## config.mk

```make
export PLATFORM = sky130hd
export DESIGN_NAME = lcdmux_top
export DESIGN_NICKNAME = d
export VERILOG_FILES = /design/src/hdl/lcdmux_bp_map.v /design/src/hdl/lcdmux_top.v
export VERILOG_INCLUDE_DIRS = /design/src /design/src/hdl
export SDC_FILE = /design/constraint.sdc
export NUM_CORES = 1
export LEC_CHECK = 0
export BUFFER_PORTS_ARGS = -buffer_cell sky130_fd_sc_hd__clkbuf_2
export CORE_MARGIN = 3
export CORE_UTILIZATION = 48
export CTS_CLUSTER_SIZE = 14
export DETAILED_ROUTE_END_ITERATION = 8
export PLACE_DENSITY_LB_ADDON = 0.1
export SYNTH_ARGS = -nofsm -noshare
export SYNTH_HDL_FRONTEND = slang
export SYNTH_HIERARCHICAL = 1
export SYNTH_SLANG_ARGS = --single-unit
```

## constraint.sdc

```tcl
create_clock -name aclk -period 4.1 [get_ports aclk]
set_clock_uncertainty 0.15 [all_clocks]
set_input_delay 0.615 -clock aclk [delete_from_list [all_inputs] [get_ports aclk]]
set_output_delay 0.615 -clock aclk [all_outputs]
set_load 0.01 [all_outputs]
```

## src/hdl/lcdmux_defines.vh

```
// register map, field positions, mode codes and timing counts of the lcd mux core
`ifndef LCDMUX_DEFINES_VH
`define LCDMUX_DEFINES_VH

// register word offsets, address bits 7:2
`define LCDMUX_OFF_CTRL 6'h00
`define LCDMUX_OFF_PTR 6'h01
`define LCDMUX_OFF_DATA 6'h02
`define LCDMUX_OFF_STAT 6'h03

// control register fields
`define LCDMUX_CTRL_MODE_LSB 0
`define LCDMUX_CTRL_BIAS_LSB 4
`define LCDMUX_CTRL_IBS 8
`define LCDMUX_CTRL_OBS 9
`define LCDMUX_CTRL_EN 16
`define LCDMUX_CTRL_RESET 32'h00000000

// mux mode codes
`define LCDMUX_MODE_STATIC 3'h0
`define LCDMUX_MODE_MUX2 3'h1
`define LCDMUX_MODE_MUX4 3'h2
`define LCDMUX_MODE_MUX6 3'h3
`define LCDMUX_MODE_MUX8 3'h4

// bias codes
`define LCDMUX_BIAS_HALF 2'h0
`define LCDMUX_BIAS_THIRD 2'h1
`define LCDMUX_BIAS_QUARTER 2'h2
`define LCDMUX_BIAS_STATIC 2'h3

// ram geometry
`define LCDMUX_COLS_STD 6'h2c
`define LCDMUX_COLS_MUX6 6'h2e
`define LCDMUX_BANK1_ROW 3'h4

// timing: clock cycles per backplane phase
`define LCDMUX_PHASE_CYCLES 1024

// axi answers
`define LCDMUX_RESP_OKAY 2'h0
`define LCDMUX_RESP_SLVERR 2'h2

`endif

```

## src/hdl/lcdmux_bp_map.v

```verilog
// backplane phase mapper: active phase and mode to the eight backplane levels
`timescale 1ns/1ns
`include "lcdmux_defines.vh"

module lcdmux_bp_map (
	// mode and timing
	input wire [2:0] mode,
	input wire [2:0] phase,
	input wire invert,
	// backplane levels, 1 = select level before inversion
	output reg [7:0] bp
);

	integer k;

	// each output compares its own index folded by the phase count
	always @* begin
		bp = 8'h00;
		for (k = 0; k < 8; k = k + 1) begin
			case (mode)
				`LCDMUX_MODE_MUX8: bp[k] = (phase == k[2:0]);
				`LCDMUX_MODE_MUX6: bp[k] = (k < 6) && (phase == k[2:0]);
				`LCDMUX_MODE_MUX4: bp[k] = (phase[1:0] == k[1:0]);
				`LCDMUX_MODE_MUX2: bp[k] = (phase[0] == k[0]);
				default: bp[k] = 1'b1;
			endcase
			bp[k] = bp[k] ^ invert;
		end
	end

endmodule

```

## src/hdl/lcdmux_top.v

```verilog
// lcd mux core: display ram, byte filling, display register, backplane and segment drive
// How it works
// - 1:8 mode drives eight distinct backplanes, shared pins as backplanes six and seven.
// - 1:6 mode drives six backplanes; shared pins become segments 44 and 45.
// - 1:4 mode repeats backplanes 0..3 on outputs 4..7.
// - 1:2 mode repeats phase 0 on even outputs, phase 1 on odd.
// - static mode drives the same signal on all eight backplanes.
// - segments 0..43 always drive; 44 and 45 only in 1:6 mode.
// - segment level comes from frame polarity and the display register bit.
// - 1:2 mode offers half or third bias.
// - 1:6 mode offers third or quarter bias.
// - ram is 44x8 in 1:8, 46x6 in 1:6, no banks.
// - 4-, 2-, 1-row modes use 44 columns in two selectable banks.
// - a ram one turns the element on, a zero turns it off.
// - ram rows map to backplanes, ram columns to segments, row with backplane.
// - a display register holds the row while its phase is output.
// - the controller keeps settings and fills ram in mode order.
// - each byte is stored one bit per cycle in bits, pairs, quads, sextets or bytes.
// - pointer advances 8, 4, 2, 1 or 2, or 1 columns per byte.
// - pointer stops at row end; surplus bits and bytes are dropped.
// - input and output banks are chosen independently.
`timescale 1ns/1ns
`include "lcdmux_defines.vh"

module lcdmux_top #(
	parameter PHASE_CYCLES = `LCDMUX_PHASE_CYCLES
) (
	// clock and reset
	input wire aclk,
	input wire aresetn,
	// axi4-lite write address
	input wire [7:0] s_axi_awaddr,
	input wire s_axi_awvalid,
	output reg s_axi_awready,
	// axi4-lite write data
	input wire [31:0] s_axi_wdata,
	input wire [3:0] s_axi_wstrb,
	input wire s_axi_wvalid,
	output reg s_axi_wready,
	// axi4-lite write response
	output reg [1:0] s_axi_bresp,
	output reg s_axi_bvalid,
	input wire s_axi_bready,
	// axi4-lite read address
	input wire [7:0] s_axi_araddr,
	input wire s_axi_arvalid,
	output reg s_axi_arready,
	// axi4-lite read data
	output reg [31:0] s_axi_rdata,
	output reg [1:0] s_axi_rresp,
	output reg s_axi_rvalid,
	input wire s_axi_rready,
	// backplane drive
	output reg backplane_out_0,
	output reg backplane_out_1,
	output reg backplane_out_2,
	output reg backplane_out_3,
	output reg backplane_out_4,
	output reg backplane_out_5,
	output reg shared_seg45_backplane6,
	output reg shared_seg44_backplane7,
	// segment drive, bit 0 is segment_out_first, bit 43 segment_out_last_fixed
	output reg [43:0] segment_out,
	// bias selection handed to the voltage selector
	output reg [1:0] bias_select
);

	// write walker states
	localparam W_IDLE = 2'b01;
	localparam W_BITS = 2'b10;

	// settings
	reg [31:0] ctrl_r;
	wire [2:0] mode = ctrl_r[`LCDMUX_CTRL_MODE_LSB +: 3];
	wire [1:0] bias_req = ctrl_r[`LCDMUX_CTRL_BIAS_LSB +: 2];
	wire input_bank_select = ctrl_r[`LCDMUX_CTRL_IBS];
	wire output_bank_select = ctrl_r[`LCDMUX_CTRL_OBS];
	wire enable = ctrl_r[`LCDMUX_CTRL_EN];

	// display ram: one word per column, bit index is the row
	reg [7:0] ram [0:45];

	// data pointer and walker
	reg [5:0] ptr_col_r;
	reg [2:0] ptr_row_r;
	reg [1:0] wstate_r;
	reg [2:0] bitcnt_r;
	reg [7:0] byte_r;

	// axi holding registers
	reg aw_held_r;
	reg w_held_r;
	reg [5:0] waddr_r;
	reg [31:0] wdata_r;
	reg [3:0] wstrb_r;

	// frame timing and display register
	reg [12:0] tick_r;
	reg [2:0] phase_r;
	reg invert_r;
	reg [45:0] disp_r;
	reg [45:0] disp_nxt;
	wire [7:0] bp_level;

	// per-mode geometry
	reg [3:0] rows_per_col;
	reg [5:0] col_limit;
	reg [2:0] in_base;
	reg [2:0] out_base;
	reg [1:0] bias_nxt;
	integer c;
	// separate loop index so the combinational gather does not share a driver with the reset loop
	integer j;

	// rows per column, column count and bank base rows for the active mode
	always @* begin
		col_limit = `LCDMUX_COLS_STD;
		in_base = 3'h0;
		out_base = 3'h0;
		case (mode)
			`LCDMUX_MODE_MUX8: rows_per_col = 4'h8;
			`LCDMUX_MODE_MUX6: begin
				rows_per_col = 4'h6;
				col_limit = `LCDMUX_COLS_MUX6;
			end
			`LCDMUX_MODE_MUX4: rows_per_col = 4'h4;
			`LCDMUX_MODE_MUX2: rows_per_col = 4'h2;
			default: rows_per_col = 4'h1;
		endcase
		// banks exist only where one bank leaves at least half the rows free
		if (rows_per_col <= 4'h4) begin
			in_base = input_bank_select ? `LCDMUX_BANK1_ROW : 3'h0;
			out_base = output_bank_select ? `LCDMUX_BANK1_ROW : 3'h0;
		end
	end

	// clamp the requested bias to what the mode offers
	always @* begin
		case (mode)
			`LCDMUX_MODE_MUX2:
				bias_nxt = (bias_req == `LCDMUX_BIAS_THIRD) ? `LCDMUX_BIAS_THIRD :
					`LCDMUX_BIAS_HALF;
			`LCDMUX_MODE_MUX6:
				bias_nxt = (bias_req == `LCDMUX_BIAS_QUARTER) ? `LCDMUX_BIAS_QUARTER :
					`LCDMUX_BIAS_THIRD;
			`LCDMUX_MODE_STATIC: bias_nxt = `LCDMUX_BIAS_STATIC;
			default: bias_nxt = (bias_req == `LCDMUX_BIAS_STATIC) ? `LCDMUX_BIAS_QUARTER :
				bias_req;
		endcase
	end

	// axi decode helpers
	wire do_write = aw_held_r && w_held_r && !s_axi_bvalid && (wstate_r == W_IDLE);
	wire wr_ctrl = waddr_r == `LCDMUX_OFF_CTRL;
	wire wr_ptr = waddr_r == `LCDMUX_OFF_PTR;
	wire wr_data = waddr_r == `LCDMUX_OFF_DATA;
	wire wr_stat = waddr_r == `LCDMUX_OFF_STAT;
	wire wr_known = wr_ctrl || wr_ptr || wr_data || wr_stat;
	wire at_end = ptr_col_r >= col_limit;

	// write address and data are caught independently, in either order
	always @(posedge aclk) begin
		if (!aresetn) begin
			aw_held_r <= 1'b0;
			w_held_r <= 1'b0;
			waddr_r <= 6'h00;
			wdata_r <= 32'h00000000;
			wstrb_r <= 4'h0;
			s_axi_awready <= 1'b0;
			s_axi_wready <= 1'b0;
			s_axi_bvalid <= 1'b0;
			s_axi_bresp <= `LCDMUX_RESP_OKAY;
		end else begin
			s_axi_awready <= !aw_held_r && !(s_axi_awvalid && s_axi_awready);
			s_axi_wready <= !w_held_r && !(s_axi_wvalid && s_axi_wready);
			if (s_axi_awvalid && s_axi_awready) begin
				aw_held_r <= 1'b1;
				waddr_r <= s_axi_awaddr[7:2];
			end
			if (s_axi_wvalid && s_axi_wready) begin
				w_held_r <= 1'b1;
				wdata_r <= s_axi_wdata;
				wstrb_r <= s_axi_wstrb;
			end
			// a write waits while the walker still stores the previous byte
			if (do_write) begin
				aw_held_r <= 1'b0;
				w_held_r <= 1'b0;
				s_axi_bvalid <= 1'b1;
				s_axi_bresp <= wr_known ? `LCDMUX_RESP_OKAY : `LCDMUX_RESP_SLVERR;
			end else if (s_axi_bvalid && s_axi_bready) begin
				s_axi_bvalid <= 1'b0;
			end
		end
	end

	// settings register, pointer load and byte walker
	always @(posedge aclk) begin
		if (!aresetn) begin
			ctrl_r <= `LCDMUX_CTRL_RESET;
			ptr_col_r <= 6'h00;
			ptr_row_r <= 3'h0;
			wstate_r <= W_IDLE;
			bitcnt_r <= 3'h0;
			byte_r <= 8'h00;
			for (c = 0; c < 46; c = c + 1) begin
				ram[c] <= 8'h00;
			end
		end else begin
			case (wstate_r)
				W_IDLE: begin
					if (do_write && wr_ctrl) begin
						if (wstrb_r[0]) begin
							ctrl_r[7:0] <= wdata_r[7:0] & 8'h37;
						end
						if (wstrb_r[1]) begin
							ctrl_r[15:8] <= wdata_r[15:8] & 8'h03;
						end
						if (wstrb_r[2]) begin
							ctrl_r[23:16] <= wdata_r[23:16] & 8'h01;
						end
					end
					// reloading the pointer always restarts at row 0 of the column
					if (do_write && wr_ptr && wstrb_r[0]) begin
						ptr_col_r <= wdata_r[5:0];
						ptr_row_r <= 3'h0;
					end
					if (do_write && wr_data && wstrb_r[0]) begin
						byte_r <= wdata_r[7:0];
						bitcnt_r <= 3'h0;
						wstate_r <= W_BITS;
					end
				end
				W_BITS: begin
					// one bit per cycle, msb first, down the rows of a column then across
					if (!at_end) begin
						ram[ptr_col_r][in_base + ptr_row_r] <= byte_r[3'h7 - bitcnt_r];
						if ({1'b0, ptr_row_r} == rows_per_col - 4'h1) begin
							ptr_row_r <= 3'h0;
							ptr_col_r <= ptr_col_r + 6'h01;
						end else begin
							ptr_row_r <= ptr_row_r + 3'h1;
						end
					end
					bitcnt_r <= bitcnt_r + 3'h1;
					if (bitcnt_r == 3'h7) begin
						wstate_r <= W_IDLE;
					end
				end
				default: wstate_r <= W_IDLE;
			endcase
		end
	end

	// read channel: one read at a time, answer one edge after the address
	always @(posedge aclk) begin
		if (!aresetn) begin
			s_axi_arready <= 1'b0;
			s_axi_rvalid <= 1'b0;
			s_axi_rdata <= 32'h00000000;
			s_axi_rresp <= `LCDMUX_RESP_OKAY;
		end else begin
			s_axi_arready <= !s_axi_rvalid && !(s_axi_arvalid && s_axi_arready);
			if (s_axi_arvalid && s_axi_arready) begin
				s_axi_rvalid <= 1'b1;
				s_axi_rresp <= `LCDMUX_RESP_OKAY;
				case (s_axi_araddr[7:2])
					`LCDMUX_OFF_CTRL: s_axi_rdata <= ctrl_r;
					`LCDMUX_OFF_PTR: s_axi_rdata <= {15'h0000, wstate_r == W_BITS,
						5'h00, ptr_row_r, 2'h0, ptr_col_r};
					`LCDMUX_OFF_DATA: s_axi_rdata <= {24'h000000, byte_r};
					`LCDMUX_OFF_STAT: s_axi_rdata <= {24'h000000, bias_select, 1'b0,
						at_end, invert_r, phase_r};
					default: begin
						s_axi_rdata <= 32'h00000000;
						s_axi_rresp <= `LCDMUX_RESP_SLVERR;
					end
				endcase
			end else if (s_axi_rvalid && s_axi_rready) begin
				s_axi_rvalid <= 1'b0;
			end
		end
	end

	// row of the next phase, gathered across all columns
	wire last_phase = ({1'b0, phase_r} >= rows_per_col - 4'h1);
	wire [2:0] phase_nxt = last_phase ? 3'h0 : phase_r + 3'h1;
	always @* begin
		disp_nxt = 46'h0;
		for (j = 0; j < 46; j = j + 1) begin
			disp_nxt[j] = ram[j][out_base + phase_nxt];
		end
	end

	// phase timer; the display register is reloaded only at a phase boundary
	always @(posedge aclk) begin
		if (!aresetn) begin
			tick_r <= 13'h0000;
			phase_r <= 3'h0;
			invert_r <= 1'b0;
			disp_r <= 46'h0;
		end else if (tick_r == PHASE_CYCLES[12:0] - 13'h0001) begin
			tick_r <= 13'h0000;
			phase_r <= phase_nxt;
			disp_r <= disp_nxt;
			// polarity flips each frame so the panel sees no dc
			if (last_phase) begin
				invert_r <= ~invert_r;
			end
		end else begin
			tick_r <= tick_r + 13'h0001;
		end
	end

	// backplane mapping for the current phase
	lcdmux_bp_map u_bp_map (
		.mode(mode),
		.phase(phase_r),
		.invert(invert_r),
		.bp(bp_level)
	);

	// output stage: every pin registered on the same edge, backplanes and segments off while disabled
	always @(posedge aclk) begin
		if (!aresetn || !enable) begin
			backplane_out_0 <= 1'b0;
			backplane_out_1 <= 1'b0;
			backplane_out_2 <= 1'b0;
			backplane_out_3 <= 1'b0;
			backplane_out_4 <= 1'b0;
			backplane_out_5 <= 1'b0;
			shared_seg45_backplane6 <= 1'b0;
			shared_seg44_backplane7 <= 1'b0;
			segment_out <= 44'h0;
			bias_select <= aresetn ? bias_nxt : `LCDMUX_BIAS_STATIC;
		end else begin
			// repeats come from one mapper vector, so pairs never disagree
			backplane_out_0 <= bp_level[0];
			backplane_out_1 <= bp_level[1];
			backplane_out_2 <= bp_level[2];
			backplane_out_3 <= bp_level[3];
			backplane_out_4 <= bp_level[4];
			backplane_out_5 <= bp_level[5];
			// an on element drives opposite to the selected backplane
			segment_out <= disp_r[43:0] ^ {44{~invert_r}};
			if (mode == `LCDMUX_MODE_MUX6) begin
				shared_seg45_backplane6 <= disp_r[45] ^ ~invert_r;
				shared_seg44_backplane7 <= disp_r[44] ^ ~invert_r;
			end else begin
				shared_seg45_backplane6 <= bp_level[6];
				shared_seg44_backplane7 <= bp_level[7];
			end
			bias_select <= bias_nxt;
		end
	end

endmodule
```

### After elaboration in Yosys (flattened, before gate mapping)

Memory sizes are Yosys's and may differ from the RTL's.
Index checks and enable logic that the tools add are counted.

| word-level totals | value |
|---|---|
| register bits after elaboration | 216 |
| bits in writable memories | 368 |
| logic and storage cells | 298 |
| memories | 1 |

Memories:

| name | depth | bits a word | read ports | clocked after memory_dff | wr ports | line | text |
|---|---|---|---|---|---|---|---|
| ram | 46 | 8 | 46 | 0 | 46 | lcdmux_top.v:81 | `reg [7:0] ram [0:45];` |

| operators by class | value |
|---|---|
| $add $sub $neg | 9 |
| $lt $le $gt $ge | 7 |
| equal/unequal tests | 33 |
| muxes and demuxes | 147 |
| bitwise gates (word level) | 14 |
| reduce and logical (&&, ||, !) cells | 52 |

Operators by type and width:

| cell | number |
|---|---|
| binary-select mux 1 bit (select 3 bit) | 47 |
| one-hot mux 17 bit (4 select lines) | 1 |
| two-way mux 1 bit | 59 |
| bitwise XOR 44 bit | 1 |
| two-way mux 3 bit | 9 |
| equality test 6 x 2 -> 1 bit, second input constant | 4 |
| two-way mux 6 bit | 4 |
| two-way mux 8 bit | 3 |
| equality test 3 bit, second input constant | 6 |
| two-way mux 2 bit | 9 |
| one-hot mux 1 bit (3 select lines) | 6 |
| logical AND 1 bit | 17 |
| one-hot mux 4 bit (4 select lines) | 1 |
| adder 13 x 1 -> 13 bit, second input constant | 1 |
| equality test 13 x 10 -> 1 bit, second input constant | 1 |
| equality test 3 x 2 -> 1 bit, second input constant | 4 |
| equality test 6 x 1 -> 1 bit, second input constant | 2 |
| logical NOT 6 bit | 2 |
| < comparator 3 x 4 -> 1 bit, second input constant | 3 |
| one-hot mux 3 bit (2 select lines) | 2 |
| one-hot mux 6 bit (2 select lines) | 1 |
| AND reduction 3 bit | 4 |
| equality test 2 bit, second input constant | 5 |
| bitwise XOR 1 bit | 10 |
| other kinds (29) | 60 |

### Depth between registers and ports, before layout

Gate-level depths: netlist (run 1).

| depth | value |
|---|---|
| depth in word-level cells | 12 |
| mapped depth | 13 |

### Hierarchy

Netlist (run 1), hierarchy kept.

Modules (own cells, without submodules):

| module | times used | cells each | area an instance (sq um) | seq. area each (sq um) |
|---|---|---|---|---|
| lcdmux_top | 1 | 2839 | 27243.6 | 14814.2 |
| lcdmux_bp_map | 1 | 52 | 367.9 | 0.0 |

### Worst setup path before layout (run 1)

OpenSTA, ideal clock, no wires.

| path | value |
|---|---|
| path type | register -> register |
| start point | register ctrl_r[2] |
| end point | memory ram[17][2] (enable) |
| arrival | 2555 ps |
| path slack | 1085 ps |
| stages on the path, launching flop included | 13 |
| path through | dfxtp_1 > buf_2 > nand3b_1 > inv_1 > ha_1 > nand2b_1 > a21oi_1 > or4_4 > buf_6 > buf_6 > or2_4 > buf_6 > o21ai_0 |

RTL lines:

| item | line | text |
|---|---|---|
| from (decl) | lcdmux_top.v:73 | `reg [31:0] ctrl_r;` |
| from (signal assigned) | lcdmux_top.v:200 | `` ctrl_r <= `LCDMUX_CTRL_RESET; `` |
| from (signal assigned) | lcdmux_top.v:214 | `ctrl_r[7:0] <= wdata_r[7:0] & 8'h37;` |
| to (decl) | lcdmux_top.v:81 |  |

==> results of run 1 <==
[path summary, 6_finish.rpt]
| path | start | endpoint | slack [ps] | depth (start not counted) |
|---|---|---|---|---|
| worst max-delay path | ctrl_r[2]$_SDFFE_PN0P_ | ram[27][0]$_SDFFCE_PN0P_ | 530 | 9 |
| worst min register to register | w_held_r$_SDFFE_PP0P_ | s_axi_wready$_SDFF_PN0_ | 300 | 1 |
| worst max register to register | ctrl_r[2]$_SDFFE_PN0P_ | ram[27][0]$_SDFFCE_PN0P_ | 530 | 9 |
| worst min-delay path | s_axi_wdata[6] | wdata_r[6]$_SDFFE_PN0P_ | 60 | 3 |
[power breakdown]
group	total, µW	internal (µW)	leakage, µW	switching, µW
clock	5190	2980	0.000917	2210
combinational	299	101	0.00374	199
sequential	6150	6100	0.00532	58.4
[layout by cell type, fill, tap and decap left out, types with 30 or more instances in the layout]
| cell type | n |
|---|---|
| a31o_2 | 46 |
| nand2b_1 | 65 |
| o2111ai_1 | 46 |
| a21oi_1 | 46 |
| buf_4 | 47 |
| nand3_1 | 30 |
| a31oi_1 | 50 |
| nand2_1 | 261 |
| dfxtp_1 | 186 |
| mux2i_1 | 67 |
| o21ai_0 | 426 |
| nor3_1 | 64 |
| clkbuf_16 | 62 |
| edfxtp_1 | 368 |
| a32oi_1 | 49 |
| o31ai_1 | 48 |
| a32o_1 | 46 |
| and2_1 | 55 |
| nor2_1 | 495 |
| xor2_1 | 57 |
| clkbuf_2 | 104 |
[kinds of logic after synthesis]
group / after synthesis / synth area share, %
simple gates: 1062 / 17.0
compound gates: 794 / 18.2
flops: 556 / 53.7
buf+inv: 319 / 5.26
mux: 77 / 3.05
xor+xnor: 71 / 2.31
fa+ha+maj: 11 / 0.498
other cells: 1 / 0.0136
[worst max-delay path, stage by stage, from the launching register on]
cell	delay [ps]
dfxtp_1	740
nand3b_1	210
inv_1	80
ha_1	270
nand2b_1	90
a21oi_1	130
or4_2	830
or2_2	360
buf_4	340
nor2_1	200
[per-stage QoR]
step | util, % | setup slack, ps | instances
after floorplan | - | 1090 | 2912
after CTS | 53.9 | 546 | 3641
after global placement | 50.6 | 624 | 3532
final | 53.9 | 531 | 3641
after global routing | 53.9 | 344 | 3641
after detailed placement | 50.6 | 584 | 3532
[cell type report]
cell class / instances / area, µm² / area share [%]
flip-flops and latches: 556 / 14800 / 48.6
multi-input cells: 2037 / 11500 / 37.8
clock buffers: 97 / 1810 / 5.92
repair buffers: 172 / 1290 / 4.23
well taps: 756 / 946 / 3.10
clock inverters: 12 / 58.8 / 0.193
inverters: 11 / 41.3 / 0.135
[layer usage]
metal  vias to the layer above  part of all wire (%)  global-route usage, %  wire length (µm)
met2                       887                    49                   46.4             40600
met1                     10861                    40                   34.8             33300
li1                      10224                     -                      -                 -
met3                       184                   7.4                   3.85              6100
met5                         -                     0                      0                 0
met4                         0                   3.2                   10.5              2620
[sequential cells by signal, indices dropped and copies added (netlist names), 6 cells and up]
name / flops
ram: 368
disp_r: 46
segment_out: 44
tick_r: 13
s_axi_rdata: 12
wdata_r: 11
byte_r: 8
ctrl_r: 8
ptr_col_r: 6
waddr_r: 6
==> qor.yml, run 1 <==
place_hpwl_mm: 45.2
ant_nets: 0
cts_hold_buf: 0
hold_viol_final: 0
antennaDiodeCount: 0
setup_viol: 0
synth_top_area_share_pct: 40.0
syn-cell-area_mm2: 0.0276
first_pass_iters: 6
vias_per_cell: 6.09
whs_ps: 57.5
cts_sinks: 556
fill_cells: 5185
fin_setup_tns_ps: 0
yosysWarnings: 6
first_iter_violations: 2003
clockBufferDepth: 3
crit_type: "reg2reg"
powerDensity_mw_per_mm2: 382
htreeDepth: 2
min_period_ps: 3570
fmax_mhz: 280
cts_tree: "built"
fin_nets: 2908
synthFlopType: "edfxtp_1"
crit_required_ps: 4410
synth_top_area_cell: "edfxtp_1"
max_slew_margin_pct: 26.9
cts_buffers: 60
seq_area_frac_synth_pct: 53.7
clock_latency_ps: 630
syn_to_final_growth_pct: 10.5
grt_max_degree: 216
worstSetupStartpointType: "register"
overflow: 0
hold_path.class: "in2reg"
synth.distinct_cells: 79
grt_pass1_vias: 22342
row_count: 87
ir_drop_uv: 328
antenna_found_initial: 0
post-cts-setup-buffer-count: 0
critPathMaxFanout: 33
finalCritPeriodShare_pct: 87.1
die_area_mm2: 0.0604
io_buffers: 105
drcViolationCount: 0
max_slew.worst_pin.slew_ps: 1100
finalWirelength_mm: 82.7
synth_most_common_cell: "nor2_1"
final_layout_size_suffix_gt1_share_pct: 12.9
grt_pass1_wl_mm: 127
die_w_um: 246
die_height_um: 246
dpl-instance-area_mm2: 0.0286
rsz0062_at_grt: "false"
cts.clk_slew.worst_paths_ps: 60
gp_congestion: 0.809
yosys-top-cells-count: "497 x nor2_1, 426 x o21ai_0, 368 x edfxtp_1, 262 x nand2_1, 200 x clkbuf_1"
syn_inst: 2891
ys_ff_latch: 556
wl_per_cell_um: 22.7
status: "completed"
vias: 22156
finalInstanceArea_mm2: 0.0305
async_flop_share_pct: 0
power.total_uw: 11600
max-cap-violations: 0
synth_edf_count: 368
avgSynthCellArea_um2: 9.55
ios: 154
cts-root-buf: "clkbuf_16"
start_util_pct: 48.8
synth.area.top_cells: "edfxtp_1 40%, dfxtp_1 14%, o21ai_0 7.7%, nor2_1 6.8%, nand2_1 3.6%"
critPathArrivalTime_ps: 3880
grt_usage_pct: 27.1
core_area_mm2: 0.0566
p_leak_uw: 0.00997
maxSlewViolCount: 0
cp-end-kind: "register"
cts-resized-gates: 0
No activity file was read; power rests on OpenSTA's default activity.
==> run 2: changes to the inputs <==
--- a/config.mk
+++ b/config.mk
@@ -7,7 +7,8 @@
 export NUM_CORES = 1
 export LEC_CHECK = 0
 export BUFFER_PORTS_ARGS = -buffer_cell sky130_fd_sc_hd__clkbuf_2
-export CORE_MARGIN = 3
+export CELL_PAD_IN_SITES_DETAIL_PLACEMENT = 1
+export CELL_PAD_IN_SITES_GLOBAL_PLACEMENT = 1
 export CORE_UTILIZATION = 48
 export CTS_CLUSTER_SIZE = 14
 export DETAILED_ROUTE_END_ITERATION = 8
==> run 2 against run 1 <==
Setup slack lost 91 ps. Clock power grew 18%. Sequential cell count is the same. Die area shrank 3.2%. Clock-buffer cell count grew 6. Global-route usage grew 3.5 points. Final cell count grew 0.25%. Combinational power grew 3%. First-iteration DRC count shrank 12%. Routed wire length grew 9.6%.
==> qor.yml, run 2 (synthesis gave the netlist of run 1 again) <==
status: "completed"  # unchanged
rsz0062_at_grt: "false"  # unchanged
finalCritPeriodShare_pct: 89.3  # was 87.1%
fill_cells: 6282  # was 5185
cp_top_family: "simple AND/OR/NAND/NOR gates"  # unchanged
worst-path-buf-inv: 3  # was 2
reg2reg_slack_ps: 440  # was 530 ps
vias_per_cell: 6.28  # was 6.09
maxSlewViolCount: 0  # unchanged
core_area_mm2: 0.0566  # unchanged
cpMostUsedCell: "buf_4"
path_cells: "nand3b_1, inv_1, ha_1, nand2b_1, a21oi_1, or4_2, buf_4, nand2b_2, buf_4, nor2_1"  # was nand3b_1, inv_1, ha_1, nand2b_1, a21oi_1, or4_2, or2_2, buf_4, nor2_1
fmax_mhz: 273  # was 280 MHz
first_iter_violations: 1765  # was 2003
cts_hold_buf: 0  # unchanged
largest_register: "ram"  # unchanged
register_area_mm2: 0.0148  # unchanged
critPathArrivalTime_ps: 3950  # was 3880 ps
cp-end-kind: "register"  # unchanged
antenna_found_initial: 1  # was 0
die_height_um: 242  # was 246 µm
fin_ws_ps: 440  # was 531 ps
max_slew.worst_pin.slew_ps: 1100  # about the same
start_util_pct: 48.8  # unchanged
finalWirelength_mm: 90.6  # was 82.7 mm
vias: 22910  # was 22.2k
final_layout_size_suffix_gt1_share_pct: 13.4  # was 12.9%
hold_viol_final: 0  # unchanged
min_period_ps: 3660  # was 3570 ps
die_area_mm2: 0.0585  # was 0.0604 mm²
grt_usage_pct: 30.7  # was 27.1%
fin_setup_tns_ps: 0  # unchanged
setup_viol: 0  # unchanged
cpPeakStageDelay_ps: 800  # was 830 ps
grt_pass1_vias: 23875  # was 22.3k
pre_cts_ws_ps: 483  # was 584 ps
ios: 154  # unchanged
clockBufferDepth: 3  # unchanged
layout_common_cells: "495 x nor2_1, 426 x o21ai_0, 368 x edfxtp_1"  # unchanged
post-cts-setup-buffer-count: 0  # unchanged
ant_nets: 0  # unchanged
cts_buffers: 66  # was 60
overflow: 0  # unchanged
max-cap-violations: 0  # unchanged
slowest_stage: "or4_2"  # unchanged
cts.clk_slew.worst_paths_ps: 60  # about the same
fin_util_pct: 54.6  # was 53.9%
cts_tree: "built"  # unchanged
worstSetupStartpointType: "register"  # unchanged
powerDensity_mw_per_mm2: 409  # was 382 mW/mm²
final_common_cell: "nor2_1"  # unchanged
grt_pass1_wl_mm: 139  # was 127 mm
r2r_start: "ctrl_r[0]$_SDFFE_PN0P_"  # was ctrl_r[2]$_SDFFE_PN0P_
r2r_end: "ram[34][4]$_SDFFCE_PN0P_"  # was ram[27][0]$_SDFFCE_PN0P_
crit_type: "reg2reg"  # unchanged
cts_sinks: 556  # unchanged
row_count: 87  # unchanged
reg.largest.list: "ram (368), disp_r (46), segment_out (44)"  # unchanged
syn_to_final_growth_pct: 11.8  # was 10.5%
antennaDiodeCount: 0  # unchanged
wl_per_cell_um: 24.8  # was 22.7 µm
p_leak_uw: 0.0102  # was 0.00997 µW
grt_max_degree: 271  # was 216
critPathMaxFanout: 21  # was 33
first_pass_iters: 5  # was 6
multi_input_area_mm2: 0.0115  # unchanged
cts-resized-gates: 0  # unchanged
endpoint: "ram[34][4]$_SDFFCE_PN0P_"  # was ram[27][0]$_SDFFCE_PN0P_
ir_drop_uv: 322  # was 328 µV
cts-root-buf: "clkbuf_16"  # unchanged
crit_required_ps: 4390  # was 4410 ps
max_slew_margin_pct: 26.2  # was 26.9%
reg2regPathDepth: 10  # was 9
gp_congestion: 0.792  # was 0.809
clock_latency_ps: 600  # was 630 ps
path_depth: 10  # was 9
drcViolationCount: 0  # unchanged
io_buffers: 105  # unchanged
crit_start: "ctrl_r[0]$_SDFFE_PN0P_"  # was ctrl_r[2]$_SDFFE_PN0P_
place_hpwl_mm: 49.6  # was 45.2 mm
htreeDepth: 3  # was 2
fin_nets: 2911  # was 2908
hold_path.class: "in2reg"  # unchanged
die_w_um: 242  # was 246 µm
largest_reg_flops: 368  # unchanged
run 2: where the power goes:
group	internal [µW]	switching, µW
Clock	3740	2410
Sequential	6100	64.4
Combinational	102	207
Total	9940	2680
run 2: worst min-delay path by stage:
| stage | from | endpoint | slack [ps] | cells after the start |
|---|---|---|---|---|
| after global placement | s_axi_rvalid$_SDFFE_PN0P_ | s_axi_arready$_SDFF_PN0_ | 280 | 1 |
| after floorplan | w_held_r$_SDFFE_PP0P_ | s_axi_wready$_SDFF_PN0_ | 270 | 1 |
| after CTS | s_axi_wdata[6] | wdata_r[6]$_SDFFE_PN0P_ | 70 | 3 |
| final | s_axi_wdata[6] | wdata_r[6]$_SDFFE_PN0P_ | 100 | 3 |
| after detailed placement | s_axi_rvalid$_SDFFE_PN0P_ | s_axi_arready$_SDFF_PN0_ | 300 | 1 |
| after global routing | s_axi_wdata[5] | wdata_r[5]$_SDFFE_PN0P_ | 100 | 3 |
run 2: cell type report:
class,count,share of cell area [%]
Tap cell,756,3.06
Clock inverter,18,0.539
Clock buffer,103,6.85
Inverter,11,0.134
Multi-Input combinational cell,2037,37.4
Timing Repair Buffer,169,4.06
Sequential cell,556,48.0
run 2: metal layers:
| metal | global-route usage (%) | vias up | part of all wire (%) |
|---|---|---|---|
| met4 | 11.3 | 2 | 2.9 |
| met5 | 0 | - | 0.014 |
| li1 | - | 10244 | - |
| met2 | 53.5 | 853 | 50 |
| met3 | 4.26 | 188 | 6.1 |
| met1 | 38.6 | 11623 | 41 |
run 2: worst register-to-register path: cells and delay by family, from the launching register on:
family,cells,cell delay (ps)
and+or+nand+nor,5,1500
DFF,1,790
buffers and inverters,3,690
adders and majority gates,1,240
AOI/OAI and AO/OA,1,150
run 2: stage by stage:
| stage | cells | power, µW | hold WS (ps) | cell area (µm²) |
|---|---|---|---|---|
| final | 3650 | 12600 | 95.0 | 30900 |
| after global placement | 3529 | 6550 | 278 | 28600 |
| after CTS | 3650 | 12700 | 74.5 | 30900 |
| after global routing | 3650 | 12900 | 100 | 30900 |
| after floorplan | 2912 | 6500 | 268 | 27700 |
| after detailed placement | 3529 | 6580 | 297 | 28600 |
==> run 3: changes to the inputs <==
--- a/config.mk
+++ b/config.mk
@@ -6,10 +6,11 @@
 export SDC_FILE = /design/constraint.sdc
 export NUM_CORES = 1
 export LEC_CHECK = 0
+export ABC_AREA = 1
 export BUFFER_PORTS_ARGS = -buffer_cell sky130_fd_sc_hd__clkbuf_2
 export CELL_PAD_IN_SITES_DETAIL_PLACEMENT = 1
 export CELL_PAD_IN_SITES_GLOBAL_PLACEMENT = 1
-export CORE_UTILIZATION = 48
+export CORE_UTILIZATION = 46
 export CTS_CLUSTER_SIZE = 14
 export DETAILED_ROUTE_END_ITERATION = 8
 export PLACE_DENSITY_LB_ADDON = 0.1
==> run 3 against run 2 <==
Non-clock buffer count down 18. Critical path type unchanged. Clock-buffer cell count up 1. Setup slack better by 210 ps. Critical path depth up 5. Clock power down 6.3%. Final cell count up 29%. Synthesized area up 5.3%. Sequential power up 0.6%. Maximum frequency up 6.1%. Synthesized cell count up 33%. Via count up 12%. Design area up 4.0%.
==> qor.yml, run 3 <==
io_buffers: 105  # unchanged
cts_hold_buf: 0  # unchanged
comb_power_share_pct: 3.4  # was 2.4%
ant_nets: 0  # unchanged
grtUsageMet3_pct: 3.78  # was 4.26%
grt_busiest_layer: "met2"  # unchanged
synth_top_area_cell: "edfxtp_1"  # unchanged
clockBufferDepth: 3  # unchanged
post-cts-setup-buffer-count: 0  # unchanged
fin_setup_tns_ps: 0  # unchanged
p_leak_uw: 0.0139  # was 0.0102 µW
wl_per_cell_um: 19.5  # was 24.8 µm
critPathArrivalTime_ps: 3600  # was 3950 ps
max_slew_margin_pct: 2.83  # was 26.2%
yosysWarnings: 6  # unchanged
die_area_mm2: 0.0642  # was 0.0585 mm²
use_met2_pct: 51.6  # was 53.5%
switching_share_pct: 22.1  # was 21.2%
powerDensity_mw_per_mm2: 385  # was 409 mW/mm²
place_hpwl_mm: 51.1  # was 49.6 mm
cts_sinks: 556  # unchanged
first_iter_violations: 1588  # was 1765
largest_register: "ram"  # unchanged
fin_nets: 3887  # was 2911
ios: 154  # unchanged
vias_per_cell: 5.46  # was 6.28
critPathMaxFanout: 21  # unchanged
hold_viol_final: 0  # unchanged
grt_max_degree: 244  # was 271
synth-xor-area-share_pct: 1.60  # was 2.31%
max-cap-violations: 0  # unchanged
cts_tree: "built"  # unchanged
synth.distinct_cells: 37  # was 79
synth_compound_area_share_pct: 2.25  # was 18.2%
drcViolationCount: 0  # unchanged
synth_most_common_cell: "nand2_1"  # was nor2_1
max_slew.worst_pin.slew_ps: 1460  # was 1100 ps
finalWirelength_mm: 91.8  # was 90.6 mm
htreeDepth: 3  # unchanged
register_area_mm2: 0.0148  # about the same
setup_viol: 0  # unchanged
reg.largest.list: "ram (368), disp_r (46), segment_out (44)"  # unchanged
worstSetupStartpointType: "register"  # unchanged
status: "completed"  # unchanged
cts-resized-gates: 0  # unchanged
fmax_mhz: 290  # was 273 MHz
yosys-top-cells-count: "1215 x nand2_1, 726 x nor2_1, 373 x inv_1, 368 x edfxtp_1, 296 x nand3_1"  # was 497 x nor2_1, 426 x o21ai_0, 368 x edfxtp_1, 262 x nand2_1, 200 x clkbuf_1
met1_usage_pct: 34.3  # was 38.6%
seqPwrFrac_pct: 50.1  # was 48.8%
power.total_uw: 12400  # was 12600 µW
row_count: 91  # was 87
synthFlopType: "edfxtp_1"  # unchanged
gp_congestion: 0.802  # was 0.792
maxSlewViolCount: 0  # unchanged
syn-cell-area_mm2: 0.0291  # was 0.0276 mm²
min_period_ps: 3450  # was 3660 ps
internal_power_uw: 9640  # was 9940 µW
overflow: 0  # unchanged
multi_input_area_mm2: 0.0115  # about the same
largest_reg_flops: 368  # unchanged
p_clk_share_pct: 46.6  # was 48.7%
p_switching_uw: 2730  # was 2680 µW
layout_common_cells: "1211 x nand2_1, 725 x nor2_1, 371 x inv_1"  # was 495 x nor2_1, 426 x o21ai_0, 368 x edfxtp_1
antennaDiodeCount: 0  # unchanged
synth_top_family_by_area: "simple AND/OR/NAND/NOR gates"  # was compound AO/OA/AOI/OAI gates
cp-end-kind: "register"  # unchanged
die_w_um: 253  # was 242 µm
clock_latency_ps: 600  # about the same
fill_cells: 7668  # was 6282
yosys.area_share.simple_pct: 34.9  # was 17.0%
synth.area.top_cells: "edfxtp_1 38%, nand2_1 16%, dfxtp_1 13%, nor2_1 9.4%, nand3_1 5.1%"  # was edfxtp_1 40%, dfxtp_1 14%, o21ai_0 7.7%, nor2_1 6.8%, nand2_1 3.6%
final_common_cell: "nand2_1"  # was nor2_1
start_util_pct: 46.9  # was 48.8%
crit_type: "reg2reg"  # unchanged
core_area_mm2: 0.0621  # was 0.0566 mm²
antenna_found_initial: 0  # was 1
synth_top_area_share_pct: 38.0  # was 40.0%
first_pass_iters: 6  # was 5
whs_ps: 126  # was 95.0 ps
crit_required_ps: 4240  # was 4390 ps
synth.mux.area_fraction_pct: 0  # was 3.05%
ir_drop_uv: 207  # was 322 µV
avgSynthCellArea_um2: 7.55  # was 9.55 µm²
cts_buffers: 67  # was 66
syn_inst: 3849  # was 2891
hold_path.class: "in2reg"  # unchanged
cts.clk_slew.worst_paths_ps: 60  # about the same
synth_edf_count: 368  # unchanged
die_height_um: 253  # was 242 µm
ys_ff_latch: 556  # unchanged
async_flop_share_pct: 0  # unchanged
syn_to_final_growth_pct: 10.4  # was 11.8%
cts-root-buf: "clkbuf_16"  # unchanged
grt_usage_pct: 28.7  # was 30.7%
vias: 25694  # was 22.9k
final_layout_size_suffix_gt1_share_pct: 7.98  # was 13.4%
rsz0062_at_grt: "false"  # unchanged
seq_area_frac_synth_pct: 50.9  # was 53.7%
grt_pass1_wl_mm: 143  # was 139 mm
finalCritPeriodShare_pct: 84.2  # was 89.3%
grt_pass1_vias: 26526  # was 23.9k
synth_adder_area_share_pct: 0.473  # was 0.498%
## run 3: changes by cell type in the layout (fill, tap and decap cells not counted), moves of 48 or more
| cell | change |
|---|---|
| a31oi_1 | -49 |
| a32oi_1 | -49 |
| and2_1 | -55 |
| inv_1 | +362 |
| mux2i_1 | -67 |
| nand2_1 | +950 |
| nand2b_1 | -65 |
| nand3_1 | +265 |
| nand4_1 | +148 |
| nor2_1 | +230 |
| nor3_1 | -53 |
| o21ai_0 | -376 |
| o31ai_1 | -48 |
## run 3: final cells by class
| class | count | share of cell area, % |
|---|---|---|
| Sequential cell | 556 | 46.1 |
| Multi-Input combinational cell | 2655 | 35.9 |
| Clock buffer | 104 | 6.27 |
| Inverter | 386 | 4.54 |
| Timing Repair Buffer | 151 | 3.64 |
| Tap cell | 837 | 3.26 |
| Clock inverter | 18 | 0.277 |
## run 3: kinds of logic after synthesis
family,Yosys count
buf+inv,659
compound gates,122
other cells,1
xor+xnor,53
simple gates,2447
flops,556
fa+ha+maj,11
## run 3: power groups by stage
stage | logic (µW) | registers (µW) | clock network, µW
floorplan | 315 | 6300 | 0
global placement | 383 | 6300 | 0
detailed placement | 414 | 6310 | 0
CTS | 417 | 6200 | 5860
global route | 471 | 6210 | 6050
finish | 415 | 6200 | 5760
## run 3: metrics by stage
stage | utilization [%] | std cells | area, µm² | worst slack (ps)
6_report | 51.8 | 4707 | 32100 | 649
5_1_grt | 51.8 | 4707 | 32100 | 431
4_1_cts | 51.8 | 4707 | 32100 | 676
3_5_place_dp | 48.4 | 4585 | 30000 | 674
3_3_place_gp | 48.4 | 4585 | 30000 | 783
2_1_floorplan | - | 3870 | 29200 | 1280
## run 3: final timing paths
| check | startpoint | end | slack (ps) | cells after the start |
|---|---|---|---|---|
| max | ctrl_r[0]$_SDFFE_PN0P_ | ram[37][3]$_SDFFCE_PN0P_ | 650 | 15 |
| min | s_axi_bready | s_axi_bvalid$_SDFFE_PN0P_ | 130 | 4 |
| max reg2reg | ctrl_r[0]$_SDFFE_PN0P_ | ram[37][3]$_SDFFCE_PN0P_ | 650 | 15 |
| min reg2reg | w_held_r$_SDFFE_PP0P_ | s_axi_wready$_SDFF_PN0_ | 280 | 1 |
## run 3: critical path, stage by stage (launching register included)
cell	delay, ps
dfxtp_1	580
nand3_2	280
inv_1	240
ha_1	280
nand2_2	70
nand2_1	40
nand2_1	60
nand2_1	60
nand2_1	90
nand2_2	100
nor2_4	120
nand2_2	150
nor2_4	450
buf_12	260
nand2_1	110
nand2_1	100
## run 3: layer usage
metal / part of all wire [%] / vias to the layer above
li1: - / 12078
met2: 51 / 639
met1: 41 / 12792
met5: 0 / -
met4: 3.5 / 0
met3: 5.0 / 185
